<file path="src/aau_pkg.sv">
//
// Contract
// - Immediate add: literal plus accumulator, five flags.
// - Memory add: accumulator plus byte, five flags.
// - Destination bit zero accumulator, one memory.
// - Bank bit zero uses common access bank.
// - Bank bit one uses bank pointer.
// - Extended set, low address: indexed literal offset.
package aau_pkg;
  localparam logic [7:0] OP_ADD_IMM = 8'h0f;
  localparam logic [5:0] OP_ADD_MEM = 6'h09;
  localparam int DEST_BIT = 9;
  localparam int BANK_BIT = 8;
  localparam logic [7:0] IDX_LIMIT = 8'h5f;
  localparam logic [7:0] ACCESS_SPLIT = 8'h80;
  localparam logic [3:0] ACCESS_HIGH_BANK = 4'hf;
  localparam logic [3:0] ACCESS_LOW_BANK = 4'h0;
  localparam logic [7:0] ACC_RESET = 8'h00;
  localparam int FLAG_C = 0;
  localparam int FLAG_DC = 1;
  localparam int FLAG_Z = 2;
  localparam int FLAG_OV = 3;
  localparam int FLAG_N = 4;
  typedef enum logic [3:0] {
    AAU_DECODE = 4'h1,
    AAU_READ = 4'h2,
    AAU_PROCESS = 4'h4,
    AAU_WRITE = 4'h8
  } aau_phase_e;
endpackage : aau_pkg

</file>
<file path="src/aau_adder.sv">
`timescale 1ns/100ps
module aau_adder
  import aau_pkg::*;
(
  input wire logic [7:0] i_a,
  input wire logic [7:0] i_b,
  output logic [7:0] o_sum,
  output logic [4:0] o_flags
);
  logic [8:0] full;
  logic [4:0] low;
  assign full = {1'b0, i_a} + {1'b0, i_b};
  assign low = {1'b0, i_a[3:0]} + {1'b0, i_b[3:0]};
  assign o_sum = full[7:0];
  always_comb begin
    o_flags = 5'h00;
    o_flags[FLAG_C] = full[8];
    o_flags[FLAG_DC] = low[4];
    o_flags[FLAG_Z] = (full[7:0] == 8'h00);
    o_flags[FLAG_OV] = (i_a[7] == i_b[7]) && (full[7] != i_a[7]);
    o_flags[FLAG_N] = full[7];
  end
endmodule : aau_adder

</file>
<file path="src/aau_core.sv">
`timescale 1ns/100ps
module aau_core
  import aau_pkg::*;
(
  input wire logic i_clk,
  input wire logic i_rst,
  input wire logic i_start,
  input wire logic [15:0] i_instr,
  input wire logic i_ext_enable,
  input wire logic [3:0] i_bank_pointer,
  input wire logic [11:0] i_index_base,
  input wire logic [7:0] i_mem_rdata,
  output logic o_busy,
  output logic o_illegal,
  output logic [11:0] o_mem_addr,
  output logic o_mem_rd,
  output logic o_mem_wr,
  output logic [7:0] o_mem_wdata,
  output logic [7:0] o_acc,
  output logic [4:0] o_flags,
  output logic o_done
);
  // --------------------------------------------------------------
  // Decode helpers
  // --------------------------------------------------------------
  function automatic logic is_imm(input logic [15:0] w);
    is_imm = (w[15:8] == OP_ADD_IMM);
  endfunction : is_imm

  function automatic logic is_mem(input logic [15:0] w);
    is_mem = (w[15:10] == OP_ADD_MEM);
  endfunction : is_mem

  aau_phase_e phase;
  logic [15:0] instr;
  logic [7:0] operand;
  logic [7:0] sum;
  logic [4:0] flags_new;
  logic [7:0] result;
  logic [11:0] eff_addr;

  // --------------------------------------------------------------
  // Operand address resolution
  // --------------------------------------------------------------
  // The indexed mode wins over the common bank only for low addresses.
  always_comb begin
    if (instr[BANK_BIT]) begin
      eff_addr = {i_bank_pointer, instr[7:0]};
    end else if (i_ext_enable && instr[7:0] <= IDX_LIMIT) begin
      eff_addr = i_index_base + {4'h0, instr[7:0]};
    end else if (instr[7:0] < ACCESS_SPLIT) begin
      eff_addr = {ACCESS_LOW_BANK, instr[7:0]};
    end else begin
      eff_addr = {ACCESS_HIGH_BANK, instr[7:0]};
    end
  end

  aau_adder u_adder (
    .i_a(o_acc),
    .i_b(operand),
    .o_sum(sum),
    .o_flags(flags_new)
  );

  // --------------------------------------------------------------
  // Phase sequencer
  // --------------------------------------------------------------
  // A new instruction is only taken in decode, so starts while busy
  // are ignored rather than queued.
  always_ff @(posedge i_clk) begin
    if (i_rst) begin
      phase <= AAU_DECODE;
      instr <= 16'h0000;
      o_illegal <= 1'b0;
    end else begin
      unique case (phase)
        AAU_DECODE: begin
          o_illegal <= 1'b0;
          if (i_start) begin
            if (is_imm(i_instr) || is_mem(i_instr)) begin
              instr <= i_instr;
              phase <= AAU_READ;
            end else begin
              o_illegal <= 1'b1;
            end
          end
        end
        AAU_READ: phase <= AAU_PROCESS;
        AAU_PROCESS: phase <= AAU_WRITE;
        AAU_WRITE: phase <= AAU_DECODE;
        default: phase <= AAU_DECODE;
      endcase
    end
  end

  // --------------------------------------------------------------
  // Read, add and write
  // --------------------------------------------------------------
  always_ff @(posedge i_clk) begin
    if (i_rst) begin
      operand <= 8'h00;
    end else if (phase == AAU_READ) begin
      operand <= is_imm(instr) ? instr[7:0] : i_mem_rdata;
    end
  end

  always_ff @(posedge i_clk) begin
    if (i_rst) begin
      result <= 8'h00;
    end else if (phase == AAU_PROCESS) begin
      result <= sum;
    end
  end

  always_ff @(posedge i_clk) begin
    if (i_rst) begin
      o_flags <= 5'h00;
    end else if (phase == AAU_PROCESS) begin
      o_flags <= flags_new;
    end
  end

  always_ff @(posedge i_clk) begin
    if (i_rst) begin
      o_acc <= ACC_RESET;
    end else if (phase == AAU_WRITE) begin
      if (is_imm(instr) || !instr[DEST_BIT]) begin
        o_acc <= result;
      end
    end
  end

  // Memory strobes are combinational so the byte arrives by the next edge.
  assign o_mem_addr = eff_addr;
  assign o_mem_rd = (phase == AAU_READ) && is_mem(instr);
  assign o_mem_wr = (phase == AAU_WRITE) && is_mem(instr)
                    && instr[DEST_BIT];
  assign o_mem_wdata = result;
  assign o_done = (phase == AAU_WRITE);
  assign o_busy = (phase != AAU_DECODE);

  // --------------------------------------------------------------
  // Check helpers
  // --------------------------------------------------------------
  // A second adder, kept apart from the datapath one, so that the flag
  // checks below do not simply restate the logic that they watch.
  logic [7:0] chk_sum;
  logic [4:0] chk_low;
  assign chk_sum = o_acc + operand;
  assign chk_low = {1'b0, o_acc[3:0]} + {1'b0, operand[3:0]};

  // --------------------------------------------------------------
  // Checks
  // --------------------------------------------------------------
  a_phase_order: assert property (@(posedge i_clk) disable iff (i_rst)
    (phase == AAU_DECODE && $past(phase) == AAU_DECODE && i_start
     && (is_imm(i_instr) || is_mem(i_instr)))
    |=> o_busy ##1 o_busy ##1 o_done ##1 !o_busy)
    else $error("phase order broken");
  a_imm_sum: assert property (@(posedge i_clk) disable iff (i_rst)
    (o_done && is_imm(instr))
    |=> o_acc == $past(o_acc) + $past(operand))
    else $error("immediate sum not written");
  a_imm_literal: assert property (@(posedge i_clk) disable iff (i_rst)
    (phase == AAU_READ && is_imm(instr)) |=> operand == instr[7:0])
    else $error("literal not used");
  a_mem_flags: assert property (@(posedge i_clk) disable iff (i_rst)
    (phase == AAU_PROCESS && is_mem(instr))
    |=> o_flags[FLAG_C] == ({1'b0, $past(o_acc)} + {1'b0, $past(operand)}
        > 9'h0ff))
    else $error("carry flag wrong");
  a_dest_acc: assert property (@(posedge i_clk) disable iff (i_rst)
    (o_done && is_mem(instr) && !instr[DEST_BIT]) |-> !o_mem_wr)
    else $error("write to memory with accumulator destination");
  a_dest_mem: assert property (@(posedge i_clk) disable iff (i_rst)
    (o_done && is_mem(instr) && instr[DEST_BIT])
    |-> o_mem_wr ##1 $stable(o_acc))
    else $error("memory destination mishandled");
  a_access_bank: assert property (@(posedge i_clk) disable iff (i_rst)
    (o_mem_rd && !instr[BANK_BIT] && !i_ext_enable)
    |-> o_mem_addr[11:8] == (instr[7] ? ACCESS_HIGH_BANK
                                      : ACCESS_LOW_BANK))
    else $error("access bank address wrong");
  a_bank_ptr: assert property (@(posedge i_clk) disable iff (i_rst)
    (o_mem_rd && instr[BANK_BIT]) |-> o_mem_addr[11:8] == i_bank_pointer)
    else $error("bank pointer not used");
  a_indexed: assert property (@(posedge i_clk) disable iff (i_rst)
    (o_mem_rd && !instr[BANK_BIT] && i_ext_enable && instr[7:0] <= IDX_LIMIT)
    |-> o_mem_addr == i_index_base + {4'h0, instr[7:0]})
    else $error("indexed address wrong");
  a_zero_flag: assert property (@(posedge i_clk) disable iff (i_rst)
    (phase == AAU_PROCESS) |=> o_flags[FLAG_Z] == (chk_sum == 8'h00))
    else $error("zero flag wrong");
  a_neg_flag: assert property (@(posedge i_clk) disable iff (i_rst)
    (phase == AAU_PROCESS) |=> o_flags[FLAG_N] == chk_sum[7])
    else $error("negative flag wrong");
  a_over_flag: assert property (@(posedge i_clk) disable iff (i_rst)
    (phase == AAU_PROCESS) |=> o_flags[FLAG_OV]
      == (o_acc[7] == operand[7] && chk_sum[7] != o_acc[7]))
    else $error("overflow flag wrong");
  a_digit_flag: assert property (@(posedge i_clk) disable iff (i_rst)
    (phase == AAU_PROCESS) |=> o_flags[FLAG_DC] == chk_low[4])
    else $error("digit carry flag wrong");
  a_illegal_op: assert property (@(posedge i_clk) disable iff (i_rst)
    (phase == AAU_DECODE && i_start && !is_imm(i_instr) && !is_mem(i_instr))
    |=> o_illegal && !o_busy)
    else $error("unknown opcode not flagged");
  a_imm_no_mem: assert property (@(posedge i_clk) disable iff (i_rst)
    (o_busy && is_imm(instr)) |-> !o_mem_rd && !o_mem_wr)
    else $error("immediate add touched memory");
  a_mem_wdata: assert property (@(posedge i_clk) disable iff (i_rst)
    o_mem_wr |-> o_mem_wdata == chk_sum)
    else $error("memory write data wrong");
  a_reset_idle: assert property (@(posedge i_clk)
    $fell(i_rst) |-> !o_busy && o_acc == ACC_RESET && o_flags == 5'h00)
    else $error("outputs not idle after reset");
  a_acc_hold: assert property (@(posedge i_clk) disable iff (i_rst)
    (phase != AAU_WRITE) |=> $stable(o_acc))
    else $error("accumulator changed outside write phase");
  c_imm: cover property (@(posedge i_clk) o_done && is_imm(instr));
  c_mem_to_mem: cover property (@(posedge i_clk) o_mem_wr);
  c_indexed: cover property (@(posedge i_clk)
    o_mem_rd && i_ext_enable && !instr[BANK_BIT] && instr[7:0] <= IDX_LIMIT);
  c_mem_to_acc: cover property (@(posedge i_clk)
    o_done && is_mem(instr) && !instr[DEST_BIT]);
  c_zero_result: cover property (@(posedge i_clk) o_done && result == 8'h00);
endmodule : aau_core

</file>
<file path="config.mk">
export PLATFORM = sky130hd
export DESIGN_NAME = aau_core
export DESIGN_NICKNAME = d
export VERILOG_FILES = /design/src/aau_pkg.sv /design/src/aau_adder.sv /design/src/aau_core.sv
export SDC_FILE = /design/constraint.sdc
export NUM_CORES = 1
export LEC_CHECK = 0
export ABC_AREA = 1
export BUFFER_PORTS_ARGS = -buffer_cell sky130_fd_sc_hd__buf_4
export CORE_ASPECT_RATIO = 1.1
export CORE_MARGIN = 2
export CORE_UTILIZATION = 45
export CTS_CLUSTER_SIZE = 8
export DETAILED_ROUTE_END_ITERATION = 10
export GPL_TIMING_DRIVEN = 0
export PLACE_DENSITY = 0.67
export SETUP_SLACK_MARGIN = 0.3
export SLEW_MARGIN = 25
export SYNTH_ARGS = -nofsm -noshare
export SYNTH_HDL_FRONTEND = slang
export SYNTH_SLANG_ARGS = --single-unit
</file>
<file path="constraint.sdc">
create_clock -name i_clk -period 3.95 [get_ports i_clk]
set_clock_uncertainty 0.15 [all_clocks]
set_input_delay 0.1975 -clock i_clk [delete_from_list [all_inputs] [get_ports i_clk]]
set_output_delay 0.1975 -clock i_clk [all_outputs]
set_load 0.1 [all_outputs]
</file>
=== Word level (Yosys, flattened, before mapping) ===
Index checks and enable logic that the tools add are counted.

* Flip-flop bits (word level): 50
* Bits of input ports: 44
* Output and inout port bits: 38
* Word-level logic and storage cells: 46

* Add/subtract/negate cells: 3
* Magnitude comparators: 2
* Eq/ne operators: 13
* Multiplexer cells: 9
* Reduce and logical (&&, ||, !) cells: 12

{| class="wikitable"
|+ Operators with widths
! cell !! count
|-
| 12-bit two-way mux || 3
|-
| 8-bit by 4-bit equality test with 1-bit output, second input constant || 2
|-
| 12-bit by 8-bit adder with 12-bit output || 1
|-
| 6-bit by 4-bit equality test with 1-bit output, second input constant || 2
|-
| 4-bit case mux with 3 select lines || 1
|-
| 8-bit by 8-bit adder with 9-bit output || 1
|-
| 8-bit by 7-bit less-or-equal comparator with 1-bit output, second input constant || 1
|-
| 8-bit zero test || 1
|-
| 8-bit < comparator, second input constant || 1
|-
| 4-bit two-way mux || 2
|-
| 8-bit two-way mux || 1
|-
| 4-bit by 4-bit adder with 5-bit output || 1
|-
| 1-bit logical AND || 5
|-
| 4-bit by 1-bit equality test with 1-bit output, second input constant || 1
|-
| 4-bit by 2-bit equality test with 1-bit output, second input constant || 1
|-
| 4-bit by 3-bit equality test with 1-bit output, second input constant || 1
|-
| 4-bit equality test, second input constant || 1
|-
| 2-bit inequality test, second input constant || 2
|-
| 4-bit by 1-bit inequality test with 1-bit output, second input constant || 1
|-
| 2-bit AND reduction || 2
|-
| 3-bit AND reduction || 1
|-
| 1-bit logical OR || 2
|-
| 1-bit two-way mux || 2
|-
| 1-bit equality test || 1
|-
| 2 further kinds || 2
|}

=== Logic depth before layout (Yosys ltp) ===
* Depth in word-level cells: 5
* Depth in mapped cells: 11
* Depth with buffers taken out: 11

=== Modules after synthesis ===
A second synthesis with hierarchy kept.

* Cells, all modules: 489
* Area total of the unflattened synthesis: 3211.8 um2

{| class="wikitable"
|+ Modules (own cells, without submodules)
! module !! instances !! cells an instance !! area an instance (um2) !! seq. area each (um2)
|-
| aau_core || 1 || 396 || 2730.1 || 1001.0
|-
| aau_adder || 1 || 93 || 481.7 || 0.0
|}

=== Worst setup path after synthesis ===
OpenSTA, ideal clock, no wires.

* Path kind: register to output
* From: register instr[2]
* To: output port o_mem_addr[7]
* Arrival time: 3293 ps
* Required time: 3602 ps
* Setup slack: 309 ps
* Stages on the path, launching flop included: 8
* Buffers on the path: 0
* Cells stage by stage: dfxtp_1 > ha_1 > a21oi_1 > o21ai_1 > nand2_1 > nand3_1 > and2_1 > o21ai_0

* Word-level cells in the longest chain between the ends: 4
* Elaborated cells between the ends (all ways): 5
* Classes of those cells: add/sub (1); order compare (1); mux (2); reduce/logical (1)

{| class="wikitable"
|+ Ends and longest elaborated chain
! item !! line !! text
|-
| start, declared || aau_core.sv:35 || <nowiki>logic [15:0] instr;</nowiki>
|-
| start signal, assigned || aau_core.sv:81 || <nowiki>instr <= i_instr;</nowiki>
|-
| parallel branches: the longest is 2 deep, another holds 12-bit by 8-bit adder with 12-bit output || -- ||
|-
| 12-bit two-way mux * || aau_core.sv:49 || <nowiki>end else if (i_ext_enable && instr[7:0] <= IDX_LIMIT) begin</nowiki>
|-
| 12-bit two-way mux * || aau_core.sv:47 || <nowiki>if (instr[BANK_BIT]) begin</nowiki>
|-
| end, declared || aau_core.sv:15 || <nowiki>output logic [11:0] o_mem_addr,</nowiki>
|}

Mark *: on every way between the ends.

=== Worst setup path in the final report ===
* From: register instr[0]
* To: output port o_mem_addr[6]

Same word-level chain as after synthesis.

==> results.md <==
* Routed Antenna Nets at 0
* Cell area after synthesis at 0.00312 mm²
* Flop2flop setup slack at about 2.0 ns
* Largest net degree at the start of global routing at 16
* Met1 Use GR at 26.3%
* Number of synthesized flops with an enable pin at 0
* Dpl hpwl at 6880 µm
* Fin worst setup slack at 1.07 ns
* Hold path cells at 3
* Final worst-path cycle share at approximately 73%
* Post-synthesis sequential area ratio at 31.4%
* Critical path class: reg -> out
* CTS Sinks at 49
* Postcts setup bufs at 0
* Final hold slack at 0.0139 ns
* Area leader, netlist: dfxtp_1
* Share of the synthesized area in the top cell type at 31.4%
* Worst Path Arrival at 2.53 ns
* Final Power at around 1.1 mW
* IO Count at between 80 and 90
* Layout cells sized above 1 at 22.5%
* Die area at 0.00761 mm²
* Antenna violations before repair at 0
* Final Cell Area at about 0.0040 mm²
* Busiest grt layer: met2
* Critical path peak fanout at 3
* Die X at roughly 83 µm
* Layout Utilization at 59.6%
* Routability cong. at 0.829
* Main synth FF type: dfxtp_1
* Yosys cell types at 43
* Worst setup SP type: register
* #FFs+latches synth at just under 50
* Die H at ~90 µm
* # Max-Cap Violations at 0
* Power Density at 283 mW/mm²
* Number of global-route vias before repair at 3097
* Core area at roughly 0.0066 mm²
* Count leader, synth: nand2_1
* R2R depth at 11
* Slowest CP cell: fa_1
* Reg2reg start: o_acc[0]$_SDFFE_PP0P_
* Post-Route WL at 8440 µm
* CTS root buf: clkbuf_8
* Leakage at 2.09 nW
* Hold Violations, Final at 0
* Met3 Use GR at 3.82%
* Port Buf Inserts at 80
* Worst-path cell chain: ha_1 > inv_1 > fa_1 > o21ai_1 > a21oi_1 > or2_1 > nand3_1 > o21ai_1 > inv_1 > buf_4
* H-tree depth at 2
* Hold endpoint: instr[6]$_SDFFE_PP0P_
* Mapped Cells at 458
* Total track usage at between 20 and 25%
* Row cnt at 31
* Initial core utilization at 47.0%
* P&R area growth vs syn at 26.8%
* Drt drc at 0
* Peak supply drop at approximately 210 µV
* Drt pass-1 iters at 5
* Antenna Cells at 0
* Placed Cells incl. Taps at 620
* Worst hold start: i_instr[6]
* NumNets Final at 607
* F_max at around 350 MHz
* Finished Layout Cells at 628
* Worst-path clk slew at 0.09 ns
* Hold_buf cts at 0
* Setup TNS at 0 ns
* Syn_area_per_cell at 6.81 µm²
* Hold/Removal Path Class: in -> reg
* CTS buffer count at 5
* Kind of end point of the critical path: primary output
* Total gr overflow at 0
* Global-route wire length before repair at 13800 µm
* Pre-CTS setup slack at 1.42 ns
* Relative slew slack at 64.4%
* CTS tree: done
* R2r endpoint: o_flags[2]$_SDFFE_PP0P_
* Synth Net Count at 520
* Slew @ Worst Pin at 0.534 ns
* Clk_lat worst skew at approximately 0.30 ns
* Async set-reset flop share out of synthesis at 0%
* Slowest cell delay on critical path at 0.46 ns
* Vias per cell at 5.07
* Largest cells by area after synthesis: dfxtp_1, nand2_1, inv_1, nor2_1, ha_1
* Via Count at 3185
* Yosys Warn Count at 0
* Post-cts sizing count at 0
* Met2 GRT Util at 39.7%
* Commonest cells post-synth: nand2_1, inv_1, nor2_1
* Min Tclk post-route at 2.88 ns
* Placed cell area at 0.00382 mm²
* RSZ-0062 raised after global routing: no
* CTS Buffer Depth at 2
* Drt wl/cell at 13.4 µm
* Req. time, crit path at around 3.6 ns
* Final Slew Violations at 0
* Initial DRC count at ~110
* Final-report setup violation count at 0
* Outcome: completed
critical path, delay by kind of cell (launching register included):
family          cells  cell delay [ns]
flops               1             0.35
fa+ha+maj           2             0.64
simple gates        2             0.29
compound gates      3             0.51
buf+inv             3             0.44
area by class of cell:
type / count / area [µm²]
clock inverters: 3 / 65.1
flip-flops and latches: 49 / 981
well taps: 82 / 103
repair buffers: 80 / 601
multi-input cells: 317 / 1750
inverters: 79 / 302
fillers: 679 / 2680
plain buffers: 13 / 82.6
clock buffers: 5 / 68.8
logic make-up after synthesis:
group / share of synthesized area, %
flip-flops: 31.4
AND/OR/NAND/NOR: 30.2
XOR/XNOR: 1.12
adder cells (fa/ha/maj): 7.70
AO/OA/AOI/OAI: 17.2
buffers and inverters: 12.3
routing by layer:
| layer | routed length, µm | part of all wire [%] |
|---|---|---|
| met4 | 177 | 2.1 |
| met5 | 0 | 0 |
| met3 | 340 | 4.0 |
| met1 | 3800 | 45 |
| met2 | 4120 | 49 |
where the power goes:
group	internal, mW	switching (mW)	total [mW]
logic	0.0618	0.139	0.201
clock network	0.252	0.170	0.421
registers	0.496	0.00193	0.498
flip-flops by register name, indices dropped and copies added (netlist names):
register / cells
o_illegal: 1
operand: 8
phase: 4
o_acc: 8
o_mem_wdata: 8
instr: 16
o_flags: 4
cell usage in the layout (no fill, tap or decap), types with 8 or more instances in the layout:
| cell type | n |
|---|---|
| a21oi_1 | 23 |
| buf_4 | 82 |
| dfxtp_1 | 49 |
| ha_1 | 16 |
| inv_1 | 74 |
| nand2_1 | 92 |
| nand3_1 | 33 |
| nand4_1 | 8 |
| nor2_1 | 57 |
| o21ai_0 | 19 |
| o21ai_1 | 20 |
worst max path at each step:
| stage | to | from | slack [ns] |
|---|---|---|---|
| 2_1_floorplan | o_mem_addr[7] | instr[2]$_SDFFE_PP0P_ | 0.31 |
| 3_3_place_gp | o_mem_addr[6] | instr[0]$_SDFFE_PP0P_ | 1.46 |
| 3_5_place_dp | o_mem_addr[6] | instr[0]$_SDFFE_PP0P_ | 1.42 |
| 4_1_cts | o_mem_addr[6] | instr[0]$_SDFFE_PP0P_ | 1.08 |
| 5_1_grt | o_mem_addr[8] | instr[0]$_SDFFE_PP0P_ | 0.91 |
| 6_report | o_mem_addr[6] | instr[0]$_SDFFE_PP0P_ | 1.07 |
Note: power is estimated with default switching activity, not from simulation.
